## src/rtl/ttc_pkg.sv

```systemverilog
// constants, field layouts and carrier types for the triple timer/counter unit
package ttc_pkg;

    localparam logic [7:0] ADDR_TIMER_CONTROL_FLAGS = 8'h88;
    localparam logic [7:0] ADDR_TIMER_MODE_SELECT = 8'h89;
    localparam logic [7:0] ADDR_TIMER0_COUNT_LOW = 8'h8a;
    localparam logic [7:0] ADDR_TIMER1_COUNT_LOW = 8'h8b;
    localparam logic [7:0] ADDR_TIMER0_COUNT_HIGH = 8'h8c;
    localparam logic [7:0] ADDR_TIMER1_COUNT_HIGH = 8'h8d;
    localparam logic [7:0] ADDR_CLOCK_PRESCALE_CONTROL = 8'h8e;
    localparam logic [7:0] ADDR_TIMER2_CONTROL_FLAGS = 8'hc8;
    localparam logic [7:0] ADDR_CAPTURE_LOW_BYTE = 8'hca;
    localparam logic [7:0] ADDR_CAPTURE_HIGH_BYTE = 8'hcb;
    localparam logic [7:0] ADDR_TIMER2_LOW_BYTE = 8'hcc;
    localparam logic [7:0] ADDR_TIMER2_HIGH_BYTE = 8'hcd;

    localparam logic [7:0] RST_TIMER_CONTROL_FLAGS = 8'h00;
    localparam logic [7:0] RST_TIMER_MODE_SELECT = 8'h00;
    localparam logic [7:0] RST_CLOCK_PRESCALE_CONTROL = 8'h03;
    localparam logic [7:0] RST_TIMER2_CONTROL_FLAGS = 8'h00;
    localparam logic [7:0] RST_COUNT_BYTE = 8'h00;

    // prescale bit positions in the clock prescale control register
    localparam int BIT_TIMER2_PRESCALE_SELECT = 5;
    localparam int BIT_TIMER1_PRESCALE_SELECT = 4;
    localparam int BIT_TIMER0_PRESCALE_SELECT = 3;
    // timer 1 control nibble sits above timer 0 nibble in the mode register
    localparam int FIELD_TIMER1_CTRL_LSB = 4;

    localparam int DIV_SLOW = 12;
    localparam int DIV_FAST = 4;
    localparam int DIV_BAUD = 2;
    localparam logic [3:0] PRESCALE_LAST = 4'(DIV_SLOW - 1);
    localparam logic [3:0] FAST_MASK = 4'(DIV_FAST - 1);
    localparam logic [3:0] BAUD_MASK = 4'(DIV_BAUD - 1);

    typedef enum logic [1:0] {
        TMR_MODE_13BIT = 2'b00,
        TMR_MODE_16BIT = 2'b01,
        TMR_MODE_AUTO8 = 2'b10,
        TMR_MODE_SPLIT = 2'b11
    } ttc_mode_type;

    typedef struct packed {
        logic gate;
        logic counter_or_timer_select;
        ttc_mode_type mode;
    } ttc_tmr_ctrl_type;

    typedef struct packed {
        logic timer1_overflow_flag;
        logic timer1_run;
        logic timer0_overflow_flag;
        logic timer0_run;
        logic [3:0] ext_irq_bits;
    } ttc_timer_control_flags_type;

    typedef struct packed {
        logic timer2_overflow_flag;
        logic timer2_external_flag;
        logic uart_rx_clock_select;
        logic uart_tx_clock_select;
        logic timer2_external_enable;
        logic timer2_run;
        logic timer2_counter_select;
        logic capture_reload_select;
    } ttc_timer2_control_flags_type;

    typedef struct packed {
        logic overflow;
        logic [7:0] high;
        logic [7:0] low;
    } ttc_count_type;

    typedef struct packed {
        logic write;
        logic [7:0] addr;
        logic [7:0] wdata;
    } ttc_sfr_req_type;

endpackage : ttc_pkg

```

## src/rtl/ttc_timer_unit.sv

```systemverilog
// three timer/counters with their special-function registers
`timescale 1ns/1ps
module ttc_timer_unit
    import ttc_pkg::*;
(
    input wire logic i_sys_clk,
    input wire logic i_arst_n,
    input wire ttc_sfr_req_type i_sfr_req,
    input wire logic i_count_pin_zero,
    input wire logic i_count_pin_one,
    input wire logic i_count_pin_two,
    input wire logic i_timer0_gate_pin,
    input wire logic i_timer1_gate_pin,
    input wire logic i_capture_trigger_input,
    output logic [7:0] o_sfr_rdata,
    output logic o_timer0_irq,
    output logic o_timer1_irq,
    output logic o_timer2_irq,
    output logic o_uart_rx_baud_tick,
    output logic o_uart_tx_baud_tick
);

    localparam int PIN_COUNT0 = 0;
    localparam int PIN_COUNT1 = 1;
    localparam int PIN_COUNT2 = 2;
    localparam int PIN_TIMER0_GATE_PIN = 3;
    localparam int PIN_TIMER1_GATE_PIN = 4;
    localparam int PIN_TRIGGER = 5;
    localparam int PIN_NUM = 6;

    // one step of a timer in modes 0..2, and the low half of the split mode
    function automatic ttc_count_type tmr_step(input ttc_mode_type m, input logic [7:0] hi,
                                               input logic [7:0] lo);
        ttc_count_type r;
        r.overflow = 1'b0;
        r.high = hi;
        r.low = lo;
        unique case (m)
            TMR_MODE_13BIT: begin
                // upper three low-byte bits are left as software wrote them
                r.low[4:0] = lo[4:0] + 5'h01;
                if (lo[4:0] == 5'h1f) begin
                    r.high = hi + 8'h01;
                    r.overflow = (hi == 8'hff);
                end
            end
            TMR_MODE_16BIT: begin
                {r.high, r.low} = {hi, lo} + 16'h0001;
                r.overflow = ({hi, lo} == 16'hffff);
            end
            TMR_MODE_AUTO8: begin
                r.overflow = (lo == 8'hff);
                r.low = r.overflow ? hi : lo + 8'h01;
            end
            TMR_MODE_SPLIT: begin
                r.overflow = (lo == 8'hff);
                r.low = lo + 8'h01;
            end
        endcase
        return r;
    endfunction : tmr_step

    ttc_timer_control_flags_type timer_control_flags;
    logic [7:0] timer_mode_select;
    logic [7:0] clock_prescale_control;
    ttc_timer2_control_flags_type timer2_control_flags;
    logic [7:0] tl0, th0, tl1, th1, tl2, th2, rcap_lo, rcap_hi;
    logic [3:0] prescale;
    logic [PIN_NUM-1:0] pin_meta, pin_sync, pin_prev;

    // pin synchronisers: meta stage is read only by the sync stage
    wire [PIN_NUM-1:0] pin_raw = {i_capture_trigger_input, i_timer1_gate_pin,
                                  i_timer0_gate_pin, i_count_pin_two,
                                  i_count_pin_one, i_count_pin_zero};
    wire [PIN_NUM-1:0] pin_fall = pin_prev & ~pin_sync;

    always_ff @(posedge i_sys_clk or negedge i_arst_n) begin
        if (!i_arst_n) begin
            pin_meta <= '1;
            pin_sync <= '1;
            pin_prev <= '1;
        end else begin
            pin_meta <= pin_raw;
            pin_sync <= pin_meta;
            pin_prev <= pin_sync;
        end
    end

    // shared free-running divider; 12 is a multiple of 4 and 2 so all ticks stay even
    always_ff @(posedge i_sys_clk or negedge i_arst_n) begin
        if (!i_arst_n) begin
            prescale <= 4'h0;
        end else begin
            prescale <= (prescale == PRESCALE_LAST) ? 4'h0 : prescale + 4'h1;
        end
    end

    wire tick_slow = (prescale == PRESCALE_LAST);
    wire tick_fast = ((prescale & FAST_MASK) == FAST_MASK);
    wire tick_baud = ((prescale & BAUD_MASK) == BAUD_MASK);

    // bus decode
    wire wr = i_sfr_req.write;
    wire [7:0] wdata = i_sfr_req.wdata;
    wire wr_timer_control_flags = wr && (i_sfr_req.addr == ADDR_TIMER_CONTROL_FLAGS);
    wire wr_timer_mode_select = wr && (i_sfr_req.addr == ADDR_TIMER_MODE_SELECT);
    wire wr_tl0 = wr && (i_sfr_req.addr == ADDR_TIMER0_COUNT_LOW);
    wire wr_tl1 = wr && (i_sfr_req.addr == ADDR_TIMER1_COUNT_LOW);
    wire wr_th0 = wr && (i_sfr_req.addr == ADDR_TIMER0_COUNT_HIGH);
    wire wr_th1 = wr && (i_sfr_req.addr == ADDR_TIMER1_COUNT_HIGH);
    wire wr_clock_prescale_control = wr && (i_sfr_req.addr == ADDR_CLOCK_PRESCALE_CONTROL);
    wire wr_timer2_control_flags = wr && (i_sfr_req.addr == ADDR_TIMER2_CONTROL_FLAGS);
    wire wr_rcap_lo = wr && (i_sfr_req.addr == ADDR_CAPTURE_LOW_BYTE);
    wire wr_rcap_hi = wr && (i_sfr_req.addr == ADDR_CAPTURE_HIGH_BYTE);
    wire wr_tl2 = wr && (i_sfr_req.addr == ADDR_TIMER2_LOW_BYTE);
    wire wr_th2 = wr && (i_sfr_req.addr == ADDR_TIMER2_HIGH_BYTE);

    // timers 0 and 1
    wire ttc_tmr_ctrl_type t0c = ttc_tmr_ctrl_type'(timer_mode_select[3:0]);
    wire ttc_tmr_ctrl_type t1c = ttc_tmr_ctrl_type'(timer_mode_select[FIELD_TIMER1_CTRL_LSB +: 4]);
    wire tick_t0 = clock_prescale_control[BIT_TIMER0_PRESCALE_SELECT] ? tick_fast : tick_slow;
    wire tick_t1 = clock_prescale_control[BIT_TIMER1_PRESCALE_SELECT] ? tick_fast : tick_slow;
    wire t0_split = (t0c.mode == TMR_MODE_SPLIT);
    wire run0 = timer_control_flags.timer0_run && (!t0c.gate || pin_sync[PIN_TIMER0_GATE_PIN]);
    wire run1 = timer_control_flags.timer1_run && (!t1c.gate || pin_sync[PIN_TIMER1_GATE_PIN])
                && (t1c.mode != TMR_MODE_SPLIT);
    wire src0 = t0c.counter_or_timer_select ? pin_fall[PIN_COUNT0] : tick_t0;
    wire src1 = t1c.counter_or_timer_select ? pin_fall[PIN_COUNT1] : tick_t1;
    wire inc0 = run0 && src0;
    wire inc1 = run1 && src1;
    // split high byte: timer only, gated by timer 1 run alone
    wire inc0_high = t0_split && timer_control_flags.timer1_run && tick_t0;
    wire ttc_count_type step0 = tmr_step(t0c.mode, th0, tl0);
    wire ttc_count_type step1 = tmr_step(t1c.mode, th1, tl1);
    wire ovf0 = inc0 && step0.overflow;
    wire ovf0_high = inc0_high && (th0 == 8'hff);
    wire ovf1 = inc1 && step1.overflow;
    wire set_tf0 = ovf0;
    wire set_tf1 = t0_split ? ovf0_high : ovf1;

    // timer 2
    wire baud2 = timer2_control_flags.uart_rx_clock_select || timer2_control_flags.uart_tx_clock_select;
    wire capture_mode = !baud2 && timer2_control_flags.capture_reload_select;
    wire reload_mode = !baud2 && !timer2_control_flags.capture_reload_select;
    wire tick_t2 = baud2 ? tick_baud
                 : (clock_prescale_control[BIT_TIMER2_PRESCALE_SELECT] ? tick_fast : tick_slow);
    wire src2 = timer2_control_flags.timer2_counter_select ? pin_fall[PIN_COUNT2] : tick_t2;
    wire inc2 = timer2_control_flags.timer2_run && src2;
    wire [15:0] cnt2 = {th2, tl2};
    wire [15:0] rcap = {rcap_hi, rcap_lo};
    wire ovf2 = inc2 && (cnt2 == 16'hffff);
    // a disabled trigger input is ignored entirely
    wire trig2 = pin_fall[PIN_TRIGGER] && timer2_control_flags.timer2_external_enable;
    wire reload2 = (ovf2 && (baud2 || reload_mode))
                 || (trig2 && reload_mode);
    wire capture2 = trig2 && capture_mode;
    wire set_tf2 = ovf2 && !baud2;
    wire set_timer2_external_flag = trig2;
    wire [15:0] cnt2_hw = reload2 ? rcap : (inc2 ? cnt2 + 16'h0001 : cnt2);
    wire [15:0] rcap_hw = capture2 ? cnt2 : rcap;

    // next values: a software write to a register wins over counting
    wire [7:0] next_tl0 = wr_tl0 ? wdata : (inc0 ? step0.low : tl0);
    wire [7:0] next_th0 = wr_th0 ? wdata
                        : (t0_split ? (inc0_high ? th0 + 8'h01 : th0)
                        : (inc0 ? step0.high : th0));
    wire [7:0] next_tl1 = wr_tl1 ? wdata : (inc1 ? step1.low : tl1);
    wire [7:0] next_th1 = wr_th1 ? wdata : (inc1 ? step1.high : th1);
    wire [7:0] next_tl2 = wr_tl2 ? wdata : cnt2_hw[7:0];
    wire [7:0] next_th2 = wr_th2 ? wdata : cnt2_hw[15:8];
    wire [7:0] next_rcap_lo = wr_rcap_lo ? wdata : rcap_hw[7:0];
    wire [7:0] next_rcap_hi = wr_rcap_hi ? wdata : rcap_hw[15:8];

    // flags: hardware set wins over a software clear in the same cycle
    ttc_timer_control_flags_type next_timer_control_flags;
    ttc_timer2_control_flags_type next_timer2_control_flags;
    always_comb begin
        next_timer_control_flags = wr_timer_control_flags ? ttc_timer_control_flags_type'(wdata) : timer_control_flags;
        next_timer_control_flags.timer0_overflow_flag = next_timer_control_flags.timer0_overflow_flag || set_tf0;
        next_timer_control_flags.timer1_overflow_flag = next_timer_control_flags.timer1_overflow_flag || set_tf1;
        next_timer2_control_flags = wr_timer2_control_flags ? ttc_timer2_control_flags_type'(wdata) : timer2_control_flags;
        next_timer2_control_flags.timer2_overflow_flag = next_timer2_control_flags.timer2_overflow_flag || set_tf2;
        next_timer2_control_flags.timer2_external_flag = next_timer2_control_flags.timer2_external_flag || set_timer2_external_flag;
    end

    always_ff @(posedge i_sys_clk or negedge i_arst_n) begin
        if (!i_arst_n) begin
            timer_control_flags <= ttc_timer_control_flags_type'(RST_TIMER_CONTROL_FLAGS);
            timer_mode_select <= RST_TIMER_MODE_SELECT;
            clock_prescale_control <= RST_CLOCK_PRESCALE_CONTROL;
            timer2_control_flags <= ttc_timer2_control_flags_type'(RST_TIMER2_CONTROL_FLAGS);
        end else begin
            timer_control_flags <= next_timer_control_flags;
            timer_mode_select <= wr_timer_mode_select ? wdata : timer_mode_select;
            clock_prescale_control <= wr_clock_prescale_control ? wdata : clock_prescale_control;
            timer2_control_flags <= next_timer2_control_flags;
        end
    end

    always_ff @(posedge i_sys_clk or negedge i_arst_n) begin
        if (!i_arst_n) begin
            tl0 <= RST_COUNT_BYTE;
            th0 <= RST_COUNT_BYTE;
            tl1 <= RST_COUNT_BYTE;
            th1 <= RST_COUNT_BYTE;
            tl2 <= RST_COUNT_BYTE;
            th2 <= RST_COUNT_BYTE;
            rcap_lo <= RST_COUNT_BYTE;
            rcap_hi <= RST_COUNT_BYTE;
        end else begin
            tl0 <= next_tl0;
            th0 <= next_th0;
            tl1 <= next_tl1;
            th1 <= next_th1;
            tl2 <= next_tl2;
            th2 <= next_th2;
            rcap_lo <= next_rcap_lo;
            rcap_hi <= next_rcap_hi;
        end
    end

    // read mux; unmapped addresses read zero
    logic [7:0] rd_mux;
    always_comb begin
        unique case (i_sfr_req.addr)
            ADDR_TIMER_CONTROL_FLAGS: rd_mux = timer_control_flags;
            ADDR_TIMER_MODE_SELECT: rd_mux = timer_mode_select;
            ADDR_TIMER0_COUNT_LOW: rd_mux = tl0;
            ADDR_TIMER1_COUNT_LOW: rd_mux = tl1;
            ADDR_TIMER0_COUNT_HIGH: rd_mux = th0;
            ADDR_TIMER1_COUNT_HIGH: rd_mux = th1;
            ADDR_CLOCK_PRESCALE_CONTROL: rd_mux = clock_prescale_control;
            ADDR_TIMER2_CONTROL_FLAGS: rd_mux = timer2_control_flags;
            ADDR_CAPTURE_LOW_BYTE: rd_mux = rcap_lo;
            ADDR_CAPTURE_HIGH_BYTE: rd_mux = rcap_hi;
            ADDR_TIMER2_LOW_BYTE: rd_mux = tl2;
            ADDR_TIMER2_HIGH_BYTE: rd_mux = th2;
            default: rd_mux = 8'h00;
        endcase
    end

    // interrupt outputs registered from next flag values so flags and requests line up; read data from current values
    always_ff @(posedge i_sys_clk or negedge i_arst_n) begin
        if (!i_arst_n) begin
            o_sfr_rdata <= 8'h00;
            o_timer0_irq <= 1'b0;
            o_timer1_irq <= 1'b0;
            o_timer2_irq <= 1'b0;
            o_uart_rx_baud_tick <= 1'b0;
            o_uart_tx_baud_tick <= 1'b0;
        end else begin
            o_sfr_rdata <= rd_mux;
            o_timer0_irq <= next_timer_control_flags.timer0_overflow_flag;
            o_timer1_irq <= next_timer_control_flags.timer1_overflow_flag;
            o_timer2_irq <= next_timer2_control_flags.timer2_overflow_flag
                            || next_timer2_control_flags.timer2_external_flag;
            o_uart_rx_baud_tick <= next_timer2_control_flags.uart_rx_clock_select ? ovf2 : ovf1;
            o_uart_tx_baud_tick <= next_timer2_control_flags.uart_tx_clock_select ? ovf2 : ovf1;
        end
    end

endmodule : ttc_timer_unit

```

## config.mk

```make
export PLATFORM = sky130hd
export DESIGN_NAME = ttc_timer_unit
export DESIGN_NICKNAME = d
export VERILOG_FILES = /design/src/rtl/ttc_pkg.sv /design/src/rtl/ttc_timer_unit.sv
export SDC_FILE = /design/constraint.sdc
export NUM_CORES = 1
export LEC_CHECK = 0
export BUFFER_PORTS_ARGS = -buffer_cell sky130_fd_sc_hd__buf_2
export CAP_MARGIN = 40
export CORE_MARGIN = 8
export CORE_UTILIZATION = 45
export CTS_CLUSTER_SIZE = 28
export DETAILED_ROUTE_END_ITERATION = 6
export PLACE_DENSITY = 0.66
export SLEW_MARGIN = 10
export SYNTH_ARGS = -nofsm -noshare
export SYNTH_HDL_FRONTEND = slang
export SYNTH_SLANG_ARGS = --single-unit
```

## constraint.sdc

```tcl
create_clock -name i_sys_clk -period 2.2 [get_ports i_sys_clk]
set_input_delay 0 -clock i_sys_clk [delete_from_list [all_inputs] [get_ports i_sys_clk]]
set_output_delay 0 -clock i_sys_clk [all_outputs]
set_load 0.01 [all_outputs]
```

# Word-level counts from Yosys, hierarchy flattened

Cells that the tools add are included.

Register bits after elaboration: 129
Bits of input ports: 25
Output and inout bits: 13
Word-level logic and storage cells: 186

Add/subtract/negate cells: 10
Equal/unequal tests: 33
Multiplexer cells: 43
Bitwise logic cells: 2
Reduce and logical (&&, ||, !) cells: 65

Operators by type and width:

| kind                  | count |
|---|---|
| $mux 8                | 18 |
| $eq 8x8->1 const B    | 16 |
| $pmux 8 s12           | 1 |
| $add 16x1->16 const B | 3 |
| $eq 16x16->1 const B  | 3 |
| $mux 16               | 3 |
| $pmux 5 s4            | 2 |
| $add 8x1->8 const B   | 4 |
| $pmux 8 s2            | 2 |
| $logic_and 1x1->1     | 31 |
| $mux 9                | 2 |
| $pmux 3 s3            | 2 |
| $reduce_bool 3->1     | 4 |
| $reduce_bool 4->1     | 3 |
| $add 5x1->5 const B   | 2 |
| $eq 2x2->1 const B    | 5 |
| $eq 5x5->1 const B    | 2 |
| $logic_or 1x1->1      | 10 |
| $mux 1                | 10 |
| $reduce_bool 2->1     | 5 |
| $and 6x6->6           | 1 |
| $not 6->6             | 1 |
| $pmux 1 s3            | 2 |
| $add 4x1->4 const B   | 1 |
| other kinds (13)      | 20 |

# Longest topological paths before layout

Word-level depth: 10
Gate-level depth with buffers: 9
Mapped depth without buffers: 9

# Least setup slack after synthesis

OpenSTA, ideal clock, no wires.

Path kind: reg-to-reg
Start: register tl2[0]
End: register tl2[7]
Library setup time: 0.104 ns
Data arrival time: 2.241 ns
Data required time: 2.096 ns
Setup slack: -0.144 ns
Stages on the path, launching flop included: 8
Path buffers: 0
Period minus slack after synthesis: 2.344 ns
Cell sequence: dfrtp_1 ha_1 nand2_1 or4_4 a2111oi_4 nor2_2 mux2i_1 a221oi_1

Longest elaborated chain between the ends: 6
Elaborated cells between the ends (all ways): 9

RTL lines:

| element                                                               | RTL line              | text |
|---|---|---|
| start, declared                                                       | ttc_timer_unit.sv:67  | `logic [7:0] tl0, th0, tl1, th1, tl2, th2, rcap_lo, rcap_hi;` |
| start signal, assigned                                                | ttc_timer_unit.sv:215 | `tl2 <= next_tl2;` |
| parallel branches: the longest is 6 deep, another holds $add 16x1->16 | --                    |  |

Parallel ways; which one is timed is not known. The select of a mux whose other input is x is not followed.
A chain may end at the register's enable or synchronous reset.

# Worst setup path in the final report

Start: register tl0[1]
End: register tl0[3]

Longest elaborated chain between the ends: 5
Elaborated cells between the ends (all ways): 8

RTL lines:

| element                                          | RTL line                                                         | text |
|---|---|---|
| start, declared                                  | ttc_timer_unit.sv:67                                             |  |
| start signal, assigned                           | ttc_timer_unit.sv:211                                            | `tl0 <= next_tl0;` |
| $add 8x1->8 / $eq 8x8->1 (equally long branches) | ttc_timer_unit.sv:53, ttc_timer_unit.sv:57, ttc_timer_unit.sv:52 |  |
| $mux 8                                           | ttc_timer_unit.sv:53                                             | `r.low = r.overflow ? hi : lo + 8'h01;` |
| $pmux 5 s4 *                                     | ttc_timer_unit.sv:38                                             | `unique case (m)` |
| $mux 8 * (2 in a row)                            | ttc_timer_unit.sv:163                                            | `wire [7:0] next_tl0 = wr_tl0 ? wdata : (inc0 ? step0.low : tl0);` |

Every way passes the cells marked *; elsewhere a longest branch is shown, timed or not. The select of a mux whose other input is x is not followed.

==> flow_results.org <==
** Run status
- Result of the run :: complete, but fails checks
- The checks that failed: design-rule violations, negative setup slack.

** Synth
- dfrtp_1 is the most common cell in the netlist.
- For this run, asynchronously set or reset flops after synthesis account for 1.00.
- Of the post-synthesis cell area, the dominant cell type holds 0.357.
- Yosys attributes the largest share of cell area to dfrtp_1 (36%), dfstp_2 (6.2%), mux2_2 (4.6%).
- Most instantiated flip-flop cell in the synthesis netlist :: dfrtp_1
- Portion of the post-synthesis area used by sequential elements :: 0.419
- In this run, synthesis inferred 0 flip-flops with an integrated enable.
- Top cell types by occurrence after synthesis :: dfrtp_1 (109), nand2_1 (83), o21ai_0 (68)
- Cell variety after synth :: between 80 and 90
- Counting every net in the synthesized netlist gives between 800 and 900.
- Post-Syn Area per Cell :: ~9 um^2
- Post-synthesis instance area :: between 7000 and 8000 um^2
- Yosys reg bits :: approximately 130
- Cell taking the most area after synthesis :: dfrtp_1
- The cell count after synthesis came out at 828.
- During synthesis, Yosys emitted a total of 0 warnings.

** Timing
- Final Setup Violations :: 1
- Once routing completed, OpenROAD measured the worst setup slack at -4.72 ps.
- RSZ-0062 raised after global routing :: true
- Timing would allow up to around 450 MHz.
- The final max-slew violation count came to 0.
- Transition time at the pin with the least slew margin :: 617 ps
- Final hold analysis gives a worst-case slack of 19.7 ps.
- Dividing the final minimum period by the clock period gives 1.00.
- The worst pin sits at a relative slew slack of 0.589.
- Final Skew :: 8.80 ps
- Final Critical Period :: 2200 ps
- The hold violation total from the final report came to 0.

** Clock tree
- Clock transition at the registers of the reported paths :: approximately 60 ps
- Clock tree synthesis inserted a total of 17 buffers.
- Clock latency reported for the late side of the worst-skew pair :: ~430 ps
- Clock tree synthesis found a total of around 130 sinks.
- Largest buffer count on any clock path :: 2
- In this run the number of H-tree levels came out at 4.
- Cell chosen for the clock root :: clkbuf_16
- TritonCTS built the clock tree.

** Worst hold path
- The worst hold path was traced through 3 stages.
- For hold timing, the worst endpoint is th1[3].
- Origin of the worst min-delay path :: i_sfr_req[3]
- The tightest min-delay check is of the input port to flip-flop type.

** Layout
- Non-filler cells in the finished layout :: about 1200
- After the last flow step, the layout net total stands at 979.
- Filler cell count in the final layout :: roughly 1500
- From synthesis to final layout, the design area changed by 24.7%.
- The repair_antennas step left the layout with diodes totalling 0.
- The multi-input combinational cells in the finished layout cover a total of 4230 um^2.
- Fraction of final layout cells with drive strength greater than 1 :: 0.277
- The sequential cells in the finished layout cover a total of around 3200 um^2.

** Detailed routing
- The detail route stage leaves a number of antenna-violating nets equal to 0.
- Total wirelength of the detailed-routed design :: 24.9 mm
- After detailed routing, the number of vias per cell comes to slightly above 6.
- After detailed routing, the average wire length per cell comes to 21.2 um.
- Total number of vias :: 7248
- Iteration-0 DRC Markers :: 1017
- DRC viols :: 1
- Drt pass-1 iters :: 7

** Die
- Die area :: 21400 um^2
- Effective utilization at floorplan :: 0.461
- Number of cell rows :: 47
- The die is 146 um tall.
- Measured along the x axis, the die boundary spans roughly 150 um.
- The total area inside the core boundary comes to about 17000 um^2.
- For this design the top-level I/O count stands at 38.

** Power and ir drop
- Summing internal, switching and leakage power gives 7.38 mW.
- The worst-case IR drop observed on VDD is between 500 and 600 uV.
- In this run the static leakage power is 3.93 nW.
- Dividing total power by cell area gives a power density of 775 nW/um^2.

** Setup path
- The setup check on the worst reg-to-reg path leaves a slack of -5 ps.
- Data required time of the critical path :: approximately 2500 ps
- Startpoint of the worst register-to-register path :: tl0[1]
- FF-to-FF path depth :: 7
- Data arrives at the worst endpoint at roughly 2500 ps.
- Reg-to-reg endpoint :: tl0[3]
- Worst setup SP type :: flip-flop
- Of all nets on the critical path, the largest fanout is 3.
- Kind of critical path :: flip-flop to flip-flop
- STA classifies the critical path endpoint as a flip-flop.

** Global routing
- Largest net degree at the start of global routing :: 65
- The initial antenna violation count is 0.
- For this run the aggregate overflow at the end of global routing stands at 0.
- Number of global-route vias before repair :: slightly below 7000
- The first global-routing pass estimated roughly 39 mm of wire.
- For this run, the total global-route usage over all layers was measured as 0.231.

** Placement
- After legalization and detailed placement, the total HPWL measured 17.8 mm.
- Counting tap cells, the placed design contains a total of about 1100 instances.
- # port buffers :: 37
- Final estimated routing congestion in global placement :: around 0.93

** Flow run
- The tool flagged a number of max-cap violations equal to 0.
## cell usage in the layout, fill, tap and decap left out, types with 7 or more instances in the layout
cell           netlist  final
a222oi_1             9      9
a21oi_1             58     58
dfrtp_1            109    109
a221oi_1             9      7
ha_1                12     10
buf_4                4     97
nor2_1              56     56
nand2b_1             9      9
dfstp_2             18     18
and3_1              13     13
a221o_1              7      7
a31oi_1             10     10
nand2_1             83     79
xor2_1              10     10
clkbuf_16            0     17
buf_2                3     36
a22oi_1             20     18
nand3_1             37     36
nor3_1              18     17
xnor2_1             16     16
mux2_2              31     31
dlygate4sd3_1        0     10
o21ai_0             68     65
mux2i_1             33     33
nand4_1              8      8
inv_1               20     20
## worst max path at each step
| stage | slack, ps | depth (start not counted) | start | endpoint |
|---|---|---|---|---|
| 2_1_floorplan | -20 | 7 | tl2[0] | tl2[7] |
| 3_3_place_gp | -20 | 7 | pin_prev[2] | th2[0] |
| 3_5_place_dp | -50 | 7 | pin_prev[2] | th2[7] |
| 4_1_cts | -5 | 7 | prescale[2] | o_timer2_irq |
| 5_1_grt | -70 | 7 | tl0[1] | tl0[3] |
| 6_report | -5 | 7 | tl0[1] | tl0[3] |
## per-stage QoR
stage	setup WS, ps	instance area, um^2	utilization	TNS [ps]
after global routing	-65.7	9520	0.574	-167
final	-4.72	9520	0.574	-4.72
after global placement	-19.6	8660	0.522	-47.1
after detailed placement	-53.0	8660	0.522	-277
after CTS	-5.50	9400	0.567	-5.50
after floorplan	-16.3	7650	-	-16.3
## routing by layer
metal	global-route usage	wire length (um)	up-vias
met1	0.314	10900	3523
li1	-	-	3297
met2	0.350	11300	371
met5	0	0	-
met4	0.0994	855	0
met3	0.0485	1870	57
## layout make-up
class,instances,share of cell area
Clock buffer,23,0.0533
Clock inverter,9,0.0135
Inverter,20,0.00788
Sequential cell,127,0.336
Multi-Input combinational cell,626,0.444
Tap cell,220,0.0289
Timing Repair Buffer,150,0.116
## power breakdown
| part | switching, mW | total, mW | internal, mW |
|---|---|---|---|
| logic | 0.891 | 1.58 | 0.694 |
| registers | 0.208 | 2.80 | 2.59 |
| clock network | 1.04 | 3.00 | 1.96 |
| total | 2.14 | 7.38 | 5.24 |
## kinds of logic after synthesis
logic type | after synthesis | share of synthesized area
xor gates and xnor gates | 26 | 0.0298
buffers and inverters | 75 | 0.0429
muxes | 64 | 0.0889
AOI/OAI and AO/OA | 242 | 0.212
and+or+nand+nor | 282 | 0.188
DFF | 127 | 0.419
adders and majority gates | 12 | 0.0197
## worst max-delay path, stage by stage, from the launching register on
cell      delay, ps
dfrtp_1         360
ha_2            200
nand3_2          90
or2_1           240
a2111o_1        440
a221o_1         310
a32o_1          210
mux2_2          250
## repair_timing
action / CTS / global route
endpoints found under the hold margin: 74 / 0
gates resized for setup: 3 / 26
setup endpoints to repair: 11 / 32
pin swaps: 1 / 14
hold buffers: 10 / 0
setup buffers: 0 / 3
Note: power is estimated with default switching activity, not from simulation.
